==> src/shared/smbus_ext_defines.svh <==
// Constants for the SMBus alert, timeout and general call slave logic
// Overview of operation
// - Alert function works only in interrupt mode with active-low polarity.
// - Master sends alert response address; alerting device acknowledges it.
// - Device then returns its seven-bit address: prefix plus latched select pins.
// - Last bit of that byte: 1 for high limit, 0 for low limit.
// - Several responders arbitrate on data line; lowest address wins.
// - Winner releases its alert after sending its address.
// - Loser does not acknowledge and keeps its alert asserted.
// - Clock low beyond minimum timeout resets interface and releases data line.
// - After timeout reset a new start is recognised before maximum timeout.
// - General call acknowledged only with write bit zero, then await command.
// - Re-latch command makes device resample address pins as new address.
// - Reset command resamples address pins then runs internal reset.
// - Reset copies nonvolatile registers to volatile ones within power-on time.
// - While busy the device does not acknowledge its own address.
`ifndef SMBUS_EXT_DEFINES_SVH
`define SMBUS_EXT_DEFINES_SVH
`define ARA_BYTE 8'h19
`define GCALL_BYTE 8'h00
`define CMD_RELATCH 8'h04
`define CMD_GC_RESET 8'h06
`define ADDR_PREFIX 4'h9
`define CLK_PERIOD_NS 25
`define TIMEOUT_MIN_US 25
`define TIMEOUT_CYC ((`TIMEOUT_MIN_US * 1000 + `CLK_PERIOD_NS - 1) / `CLK_PERIOD_NS)
`define TPOR_US 1000
`define TPOR_CYC ((`TPOR_US * 1000) / `CLK_PERIOD_NS)
`define NV_REG_COUNT 4
`endif

==> src/shared/smbus_ext_pkg.sv <==
// Types for the SMBus alert, timeout and general call slave logic
package smbus_ext_pkg;
	typedef enum {
		ST_IDLE,
		ST_ADDR,
		ST_ACK_ADDR,
		ST_ARA_TX,
		ST_ARA_ACKW,
		ST_CMD,
		ST_ACK_CMD,
		ST_OWN,
		ST_WAIT
	} link_state_t;
	typedef struct packed {
		logic scl;
		logic sda;
	} bus_lines_t;
	typedef struct packed {
		logic interrupt_mode;
		logic polarity;
	} alarm_cfg_t;
endpackage

==> src/rtl/smbus_ext_slave.sv <==
// SMBus alert response, clock-low timeout and general call decoder
`timescale 1ns/100ps
`default_nettype none
`include "smbus_ext_defines.svh"
module smbus_ext_slave #(
	parameter int TIMEOUT_CYCLES = `TIMEOUT_CYC,
	parameter int TPOR_CYCLES = `TPOR_CYC
) (
	input wire logic CORE_CLK_I,
	input wire logic RST_B_I,
	input wire logic SCL_I,
	input wire logic SDA_I,
	output logic SDA_O,
	output logic SDA_OE_B_O,
	input wire logic [2:0] ADDRESS_SELECT_PINS_I,
	input wire logic ALARM_INTERRUPT_MODE_BIT_I,
	input wire logic ALERT_POLARITY_BIT_I,
	input wire logic ALARM_EVENT_I,
	input wire logic ALARM_HIGH_LIMIT_I,
	output logic ALERT_O,
	output logic ALERT_OE_B_O,
	output logic BUSY_O,
	output logic NV_COPY_O,
	output logic [2:0] BUS_ADDR_O,
	output logic TIMEOUT_O
);
	// ==========================================================
	// Input synchronisers
	smbus_ext_pkg::bus_lines_t s1_r, s2_r, s3_r;
	logic [2:0] pin1_r, pin2_r;
	always_ff @(posedge CORE_CLK_I or negedge RST_B_I) begin
		if (!RST_B_I) begin
			s1_r <= 2'h3;
			s2_r <= 2'h3;
			s3_r <= 2'h3;
			pin1_r <= 3'h0;
			pin2_r <= 3'h0;
		end else begin
			s1_r <= '{scl: SCL_I, sda: SDA_I};
			s2_r <= s1_r;
			s3_r <= s2_r;
			pin1_r <= ADDRESS_SELECT_PINS_I;
			pin2_r <= pin1_r;
		end
	end
	wire scl_rise = s2_r.scl && !s3_r.scl;
	wire scl_fall = !s2_r.scl && s3_r.scl;
	wire start_c = s3_r.scl && s2_r.scl && s3_r.sda && !s2_r.sda;
	wire stop_c = s3_r.scl && s2_r.scl && !s3_r.sda && s2_r.sda;

	function automatic logic [6:0] own_addr(input logic [2:0] a);
		own_addr = {`ADDR_PREFIX, a};
	endfunction

	// ==========================================================
	// Link state
	smbus_ext_pkg::link_state_t st_r, st_nxt;
	logic [7:0] sh_r, sh_nxt;
	logic [3:0] bit_r, bit_nxt;
	logic drive_low_r, drive_low_nxt;
	logic gc_r, gc_nxt;
	logic [2:0] addr_r, addr_nxt;
	logic alert_r, alert_nxt;
	logic limit_r, limit_nxt;
	logic started_r, started_nxt;
	logic [31:0] to_cnt_r, to_cnt_nxt;
	logic [31:0] busy_cnt_r, busy_cnt_nxt;
	logic nv_r, nv_nxt;
	logic to_r, to_nxt;
	logic smb_alert_en;

	always_comb begin
		smb_alert_en = ALARM_INTERRUPT_MODE_BIT_I && !ALERT_POLARITY_BIT_I;
		st_nxt = st_r;
		sh_nxt = sh_r;
		bit_nxt = bit_r;
		drive_low_nxt = drive_low_r;
		gc_nxt = gc_r;
		addr_nxt = addr_r;
		alert_nxt = alert_r;
		limit_nxt = limit_r;
		started_nxt = started_r;
		nv_nxt = 1'b0;
		to_nxt = 1'b0;
		busy_cnt_nxt = busy_cnt_r;
		if (busy_cnt_r != 32'h0)
			busy_cnt_nxt = busy_cnt_r - 32'h1;
		if (ALARM_EVENT_I && smb_alert_en) begin
			alert_nxt = 1'b1;
			limit_nxt = ALARM_HIGH_LIMIT_I;
		end
		if (!smb_alert_en)
			alert_nxt = 1'b0;
		// Timeout counts only while a frame is open, clock low
		to_cnt_nxt = (s2_r.scl || !started_r) ? 32'h0 : to_cnt_r + 32'h1;
		if (to_cnt_r >= TIMEOUT_CYCLES - 1) begin
			st_nxt = smbus_ext_pkg::ST_IDLE;
			drive_low_nxt = 1'b0;
			started_nxt = 1'b0;
			to_cnt_nxt = 32'h0;
			to_nxt = 1'b1;
		end else if (start_c) begin
			st_nxt = smbus_ext_pkg::ST_ADDR;
			bit_nxt = 4'h0;
			drive_low_nxt = 1'b0;
			started_nxt = 1'b1;
		end else if (stop_c) begin
			st_nxt = smbus_ext_pkg::ST_IDLE;
			drive_low_nxt = 1'b0;
			started_nxt = 1'b0;
		end else begin
			case (st_r)
				smbus_ext_pkg::ST_ADDR, smbus_ext_pkg::ST_CMD: begin
					if (scl_rise) begin
						sh_nxt = {sh_r[6:0], s2_r.sda};
						bit_nxt = bit_r + 4'h1;
					end
					if (scl_fall && bit_r == 4'h8) begin
						bit_nxt = 4'h0;
						if (st_r == smbus_ext_pkg::ST_ADDR) begin
							gc_nxt = 1'b0;
							st_nxt = smbus_ext_pkg::ST_WAIT;
							if (sh_r == `ARA_BYTE && alert_r) begin
								drive_low_nxt = 1'b1;
								st_nxt = smbus_ext_pkg::ST_ACK_ADDR;
							end else if (sh_r == `GCALL_BYTE) begin
								drive_low_nxt = 1'b1;
								gc_nxt = 1'b1;
								st_nxt = smbus_ext_pkg::ST_ACK_ADDR;
							end else if (sh_r[7:1] == own_addr(addr_r) && busy_cnt_r == 32'h0) begin
								drive_low_nxt = 1'b1;
								st_nxt = smbus_ext_pkg::ST_OWN;
							end
						end else begin
							st_nxt = smbus_ext_pkg::ST_ACK_CMD;
							if (sh_r == `CMD_RELATCH) begin
								addr_nxt = pin2_r;
								drive_low_nxt = 1'b1;
							end else if (sh_r == `CMD_GC_RESET) begin
								addr_nxt = pin2_r;
								nv_nxt = 1'b1;
								busy_cnt_nxt = 32'(TPOR_CYCLES);
								drive_low_nxt = 1'b1;
							end else begin
								st_nxt = smbus_ext_pkg::ST_WAIT;
							end
						end
					end
				end
				smbus_ext_pkg::ST_ACK_ADDR: begin
					if (scl_fall) begin
						drive_low_nxt = 1'b0;
						if (gc_r) begin
							st_nxt = smbus_ext_pkg::ST_CMD;
						end else begin
							sh_nxt = {own_addr(addr_r), limit_r};
							drive_low_nxt = !sh_nxt[7];
							bit_nxt = 4'h1;
							st_nxt = smbus_ext_pkg::ST_ARA_TX;
						end
					end
				end
				smbus_ext_pkg::ST_ARA_TX: begin
					if (scl_rise && !drive_low_r && !s2_r.sda)
						st_nxt = smbus_ext_pkg::ST_WAIT;
					else if (scl_fall) begin
						if (bit_r == 4'h8) begin
							drive_low_nxt = 1'b0;
							alert_nxt = 1'b0;
							st_nxt = smbus_ext_pkg::ST_ARA_ACKW;
						end else begin
							drive_low_nxt = !sh_r[7 - bit_r[2:0]];
							bit_nxt = bit_r + 4'h1;
						end
					end
				end
				smbus_ext_pkg::ST_ACK_CMD, smbus_ext_pkg::ST_OWN: begin
					if (scl_fall) begin
						drive_low_nxt = 1'b0;
						st_nxt = smbus_ext_pkg::ST_WAIT;
					end
				end
				smbus_ext_pkg::ST_ARA_ACKW, smbus_ext_pkg::ST_WAIT, smbus_ext_pkg::ST_IDLE: begin
					drive_low_nxt = 1'b0;
				end
				default: begin
					st_nxt = smbus_ext_pkg::ST_IDLE;
					drive_low_nxt = 1'b0;
				end
			endcase
		end
		// Arbitration loss leaves the alert latched; a new event still wins
		if (ALARM_EVENT_I && smb_alert_en)
			alert_nxt = 1'b1;
	end

	always_ff @(posedge CORE_CLK_I or negedge RST_B_I) begin
		if (!RST_B_I) begin
			st_r <= smbus_ext_pkg::ST_IDLE;
			sh_r <= 8'h00;
			bit_r <= 4'h0;
			drive_low_r <= 1'b0;
			gc_r <= 1'b0;
			addr_r <= 3'h0;
			alert_r <= 1'b0;
			limit_r <= 1'b0;
			started_r <= 1'b0;
			to_cnt_r <= 32'h0;
			busy_cnt_r <= 32'h0;
			nv_r <= 1'b0;
			to_r <= 1'b0;
		end else begin
			st_r <= st_nxt;
			sh_r <= sh_nxt;
			bit_r <= bit_nxt;
			drive_low_r <= drive_low_nxt;
			gc_r <= gc_nxt;
			addr_r <= addr_nxt;
			alert_r <= alert_nxt;
			limit_r <= limit_nxt;
			started_r <= started_nxt;
			to_cnt_r <= to_cnt_nxt;
			busy_cnt_r <= busy_cnt_nxt;
			nv_r <= nv_nxt;
			to_r <= to_nxt;
		end
	end

	// ==========================================================
	// Outputs, data and alert open drain: enable low drives zero
	assign SDA_O = 1'b0;
	assign SDA_OE_B_O = !drive_low_r;
	assign ALERT_O = 1'b0;
	assign ALERT_OE_B_O = !alert_r;
	assign BUSY_O = busy_cnt_r != 32'h0;
	assign NV_COPY_O = nv_r;
	assign BUS_ADDR_O = addr_r;
	assign TIMEOUT_O = to_r;
endmodule
`default_nettype wire

==> config.mk <==
export PLATFORM = sky130hd
export DESIGN_NAME = smbus_ext_slave
export DESIGN_NICKNAME = d
export VERILOG_FILES = /design/src/shared/smbus_ext_pkg.sv /design/src/rtl/smbus_ext_slave.sv
export VERILOG_INCLUDE_DIRS = /design/src /design/src/shared
export SDC_FILE = /design/constraint.sdc
export NUM_CORES = 1
export LEC_CHECK = 0
export BUFFER_PORTS_ARGS = -buffer_cell sky130_fd_sc_hd__buf_2
export CAP_MARGIN = 20
export CORE_UTILIZATION = 45
export DETAILED_ROUTE_END_ITERATION = 16
export GPL_TIMING_DRIVEN = 1
export HOLD_SLACK_MARGIN = 0.12
export PLACE_DENSITY = 0.59
export SETUP_SLACK_MARGIN = 0.4
export SLEW_MARGIN = 10
export SYNTH_ARGS = -nofsm -noshare
export SYNTH_HDL_FRONTEND = slang
export SYNTH_SLANG_ARGS = --single-unit
==> constraint.sdc <==
create_clock -name CORE_CLK_I -period 3.5 [get_ports CORE_CLK_I]
set_input_delay 0.35 -clock CORE_CLK_I [delete_from_list [all_inputs] [get_ports CORE_CLK_I]]
set_output_delay 0.35 -clock CORE_CLK_I [all_outputs]
set_load 0.01 [all_outputs]
; After elaboration in Yosys (flattened, before gate mapping)
; Index checks and enable logic that the tools add are counted.
; Widths: inputs -> output; s select.
[word_totals]
in_bits = 11
register_bits = 130
out_inout_bits = 10
wordCells = 192
[op_classes]
addsub = 4
n_reduce_logical = 42
mux = 84
n_eq_ne = 35
n_lt_le_gt_ge = 2
bitwise = 4
[op_table]
columns = cell, n
row1 = $mux 32, 21
row2 = $pmux 32 s5, 1
row3 = $eq 32x3->1 const B, 4
row4 = $eq 32x2->1 const B, 3
row5 = $logic_not 32->1, 2
row6 = $mux 4, 14
row7 = $mux 1, 38
row8 = $add 32x1->32 const B, 1
row9 = $eq 32x1->1 const B, 1
row10 = $eq 32x4->1 const B, 1
row11 = $ge 32x10->1 const B, 1
row12 = $lt 32x4->1 const B, 1
row13 = $reduce_bool 32->1, 1
row14 = $sub 32x1->32 const B, 1
row15 = $ne 5x5->1 const B, 5
row16 = $mux 8, 3
row17 = $reduce_and 6->1, 3
row18 = $eq 8x3->1 const B, 2
row19 = $pmux 8 s2, 1
row20 = $ne 3x3->1 const B, 5
row21 = $logic_and 1x1->1, 14
row22 = $reduce_and 7->1, 2
row23 = $ne 6x6->1 const B, 2
row24 = $pmux 4 s3, 1
row25 = 23 further kinds, 43

; Logic depth before layout (Yosys ltp)
[depth]
word_depth = 11
depth_mapped = 8

; Worst setup path after synthesis
; Ideal clock, no wire load.
[synth_path]
path_type = register to register
from = reg busy_cnt_r[2]
to = reg busy_cnt_r[25]
required_time_ns = 3.389
period_less_slack_ns = 2.588
arrival_time_ns = 2.476
slack_ns = 0.912
path_stages_with_launch = 8
cell_sequence = dfrtp_1 or4_4 or4_1 buf_2 a211o_4 nor4_4 nor2_1 a2111oi_2
[synth_between]
elab_chain_len = 10
[synth_rtl]
columns = element, line_no
row1 = "start, declared", smbus_ext_slave.sv:67  ; logic [31:0] busy_cnt_r, busy_cnt_nxt;
row2 = "start signal, assigned", smbus_ext_slave.sv:223  ; busy_cnt_r <= busy_cnt_nxt;
row3 = $sub 32x1->32 or $reduce_bool 32->1 (tied branches), "smbus_ext_slave.sv:87, smbus_ext_slave.sv:86"
row4 = $mux 32 (*), smbus_ext_slave.sv:86  ; if (busy_cnt_r != 32'h0)
row5 = $mux 32, smbus_ext_slave.sv:139  ; end else if (sh_r == `CMD_GC_RESET) begin
row6 = $mux 32, smbus_ext_slave.sv:136  ; if (sh_r == `CMD_RELATCH) begin
row7 = $mux 32, smbus_ext_slave.sv:120  ; if (st_r == smbus_ext_pkg::ST_ADDR) begin
row8 = $mux 32, smbus_ext_slave.sv:118  ; if (scl_fall && bit_r == 4'h8) begin
row9 = $mux 32, smbus_ext_slave.sv:112  ; case (st_r)
row10 = $mux 32, smbus_ext_slave.sv:107  ; end else if (stop_c) begin
row11 = $mux 32, smbus_ext_slave.sv:102  ; end else if (start_c) begin
row12 = $mux 32 (*), smbus_ext_slave.sv:96  ; if (to_cnt_r >= TIMEOUT_CYCLES - 1) begin
row13 = named net busy_cnt_nxt[25], smbus_ext_slave.sv:67
; The timed path passes the listed nets; every way through them passes the cells marked *.
; A chain may end at the register's enable or synchronous reset.

; Worst setup path after layout
[layout_path]
from = reg busy_cnt_r[2]
to = out BUSY_O
[layout_between]
elab_chain_len = 1
[layout_rtl]
columns = element, line_no
row1 = $reduce_bool 32->1, smbus_ext_slave.sv:235  ; assign BUSY_O = busy_cnt_r != 32'h0;
row2 = "end, declared", smbus_ext_slave.sv:22  ; output logic BUSY_O,
; No other way between the ends.

==> results.cfg <==
[outcome]
outcome = finished clean

[sta]
fin_skew_ns = 0.0149
max_freq_mhz = 340
holdWs_ns = 0.201
worst_slack_ns = 0.557
rsz0062_at_grt = false
hold_viol_final = 0
tightest_slew_ns = 1.02
setup_viol = 0
tns_ns = 0
final.period_utilization_pct = 84.1
slew_viol_final = 0
relSlewSlack_pct = 32.0
fin_crit_ns = 2.94

[cts]
cts_sinks = 102
cts_made_buffers = 9
clk_pin_slew_ns = 0.10
worstSkewPairLatency_ns = 0.38
cts_tree = yes
clockBufferDepth = 2
htree_levels = 3
clockRootBuffer = clkbuf_8

[setup_path]
reg2regPathDepth = 6
slowest_delay_ns = 0.62
crit_type = flop to output pin
path_max_fanout = 7
cp-startpoint = busy_cnt_r[2]
crit_cells = 5
crit_required_ns = 3.15
critPathBufInv = 2
start_kind = flop
timing.rr.end = st_r[0]
critPathTopFamily = simple AND/OR/NAND/NOR gates
cp_data_arrival_time_ns = 2.59
slowest_stage = or4_1
r2r-start = st_r[1]
rrSetupSlack_ns = 0.65
path_cells = or4_4 -> or4_1 -> nor3_4 -> inv_2 -> buf_2
endpoint = BUSY_O
cp-end-kind = output pin

[floorplanning]
fp.dieW_microns = 104
start_util_pct = 47.2
core_area_sq_um = 9910
fp.dieH_microns = 104
rows = 36
ios = 21
die_area_sq_um = 10800

[layout]
area_growth_syn_to_layout_pct = 12.7
final_util_pct = 53.2
fillers = 886
layout-drive-gt1-share_pct = 14.7
stdcell_area_sq_um = 5280
finalNonFillerCells = 638
fin_nets = 516
n_antenna_cell = 0

[power]
vdd_drop_max_uv = 406
p_sw_mw = 0.458
pwr-share-comb_pct = 2.8
p_int_mw = 1.49
netSwitchingFraction_pct = 23.6
power_frac_seq_pct = 62.4
leakagePower_nw = 2.38
total_power_mw = 1.94
power.share.clock_pct = 34.8
cellPowerDensity_nw_per_um2 = 368

[synthesis]
synth_top_area_share_pct = 51.3
ys_types = 64
netlist.top_cell.by_area = dfrtp_1
synth_area_sq_um = 4680
yosysSeqAreaShare_pct = 54.7
yosys_register_bits = 102
synth_area_leaders = dfrtp_1, nor2_1, xnor2_1
synth_simple_gate_area_share_pct = 23.2
synthMuxAreaShare_pct = 3.23
synth_edf_count = 0
synth_compound_area_share_pct = 8.37
synth_xor_area_share_pct = 6.55
synthAdderAreaFrac_pct = 1.34
ys_warn_count = 0
synth_top_family_by_area = simple AND/OR/NAND/NOR gates
syn_avg_cell_area_sq_um = 10.5
synth_flop_cell = dfrtp_1
synthCells = 446
synthArstFlopShare_pct = 100

[global_routing]
antenna_found_initial = 0
grt_pass1_wl_microns = 15700
grt-ovfl-total = 0
grt_usage_pct = 18.2
grt_max_degree = 42
grt_pass1_vias = 3268

[hold_path]
worst_hold_path_type = primary input to flop

[placement]
placed_area_sq_um = 5010
dp_hpwl_microns = 6030
place_ws_ns = 0.697
port_buffers = 18
dp.cells = 613
gp_congestion = 0.849

[detailed_routing]
drtAntennaViolNets = 0
firstDrtPassIters = 6
via_count = 3344
wirelength_microns = 8830
avgRoutedWirePerCell_microns = 13.8
drc_errors = 0
first_iter_violations = 205
vias_per_cell = 5.24

[flow_run]
max-cap-violations = 0
-- registers in the layout (all words and copies together) (netlist names), 3 cells and up --
signal	cells
busy_cnt_r	32
to_cnt_r	32
sh_r	8
bit_r	4
st_r	4
BUS_ADDR_O	3
pin1_r	3
pin2_r	3
-- worst min path at each step --
stage | start | endpoint | slack [ns] | cells past startpoint
after floorplan | RST_B_I | BUS_ADDR_O[0] | 0.05 | 0
final | ALARM_HIGH_LIMIT_I | limit_r | 0.20 | 2
after detailed placement | pin1_r[0] | pin2_r[0] | 0.34 | 0
after global routing | ALARM_HIGH_LIMIT_I | limit_r | 0.18 | 2
after global placement | pin1_r[0] | pin2_r[0] | 0.34 | 0
after CTS | ALARM_HIGH_LIMIT_I | limit_r | 0.18 | 2
-- kinds of logic (layout without fill, tap and decap cells) --
| family | count (synthesis) | after routing |
|---|---|---|
| compound gates | 57 | 57 |
| xor+xnor | 35 | 35 |
| fa+ha+maj | 5 | 5 |
| buf+inv | 29 | 65 |
| flops | 102 | 102 |
| mux | 12 | 12 |
| other cells | 1 | 24 |
| simple gates | 205 | 205 |
-- routing by layer --
metal | GRT usage [%] | routed length, microns | part of all wire (%)
met3 | 5.83 | 442 | 5.0
met5 | 0 | 0 | 0
met1 | 24.8 | 4280 | 48
met4 | 5.92 | 110 | 1.2
met2 | 27.7 | 4000 | 45
-- power groups by stage --
| stage | sequential [mW] | combinational, mW | clock, mW |
|---|---|---|---|
| after floorplan | 1.23 | 0.0183 | 0 |
| after global placement | 1.24 | 0.0500 | 0 |
| after detailed placement | 1.24 | 0.0512 | 0 |
| after CTS | 1.21 | 0.0563 | 0.712 |
| after global routing | 1.22 | 0.0646 | 0.762 |
| final | 1.21 | 0.0546 | 0.676 |
-- what timing repair did --
item                                   in CTS  in global routing
pin swaps                                   0                  1
resized for setup                           1                  0
setup endpoints to repair                   1                  1
setup buffers                               0                  3
endpoints found under the hold margin      44                  0
hold buffers                                6                  0
-- area by class of cell --
| cell class | count | area, sq um | area share [%] |
|---|---|---|---|
| Inverter | 16 | 60.1 | 1.14 |
| Timing Repair Buffer | 33 | 220 | 4.17 |
| Sequential cell | 102 | 2560 | 48.5 |
| Tap cell | 133 | 166 | 3.15 |
| Multi-Input combinational cell | 338 | 2100 | 39.8 |
| Clock inverter | 6 | 43.8 | 0.830 |
| Clock buffer | 10 | 128 | 2.42 |
-- worst register-to-register path, cell delays in order, from the launching register on --
cell,delay [ns]
dfrtp_1,0.54
or4b_1,0.65
or4_1,0.54
nor4_1,0.47
nor2_1,0.09
or3_1,0.32
a31oi_1,0.16
-- placed cells by master (no fill, tap or decap), drive strengths merged, types with 6 or more instances in the layout --
| cell | netlist | layout |
|---|---|---|
| conb | 1 | 24 |
| dlygate4sd3 | 0 | 6 |
| nor3 | 23 | 23 |
| xor2 | 13 | 13 |
| or4 | 10 | 10 |
| o21ai | 17 | 17 |
| buf | 4 | 27 |
| dfstp | 6 | 6 |
| nand3 | 14 | 14 |
| inv | 16 | 19 |
| clkbuf | 9 | 10 |
| xnor2 | 22 | 22 |
| a21oi | 11 | 11 |
| nor2 | 63 | 63 |
| nand2 | 35 | 35 |
| dfrtp | 96 | 96 |
| nor4 | 20 | 20 |
-- cells in the mapped netlist (6+ instances only) --
cell and count:
xnor2_1 22, nand3_1 14, or4_1 7, nand2_1 35, dfstp_2 6, dfrtp_1 96, a21oi_1 11, nor2_1 63
xor2_1 13, clkbuf_1 9, inv_1 15, nor4_1 19, o21ai_0 17, nor3_1 21
No activity file was read; power rests on OpenSTA's default activity.
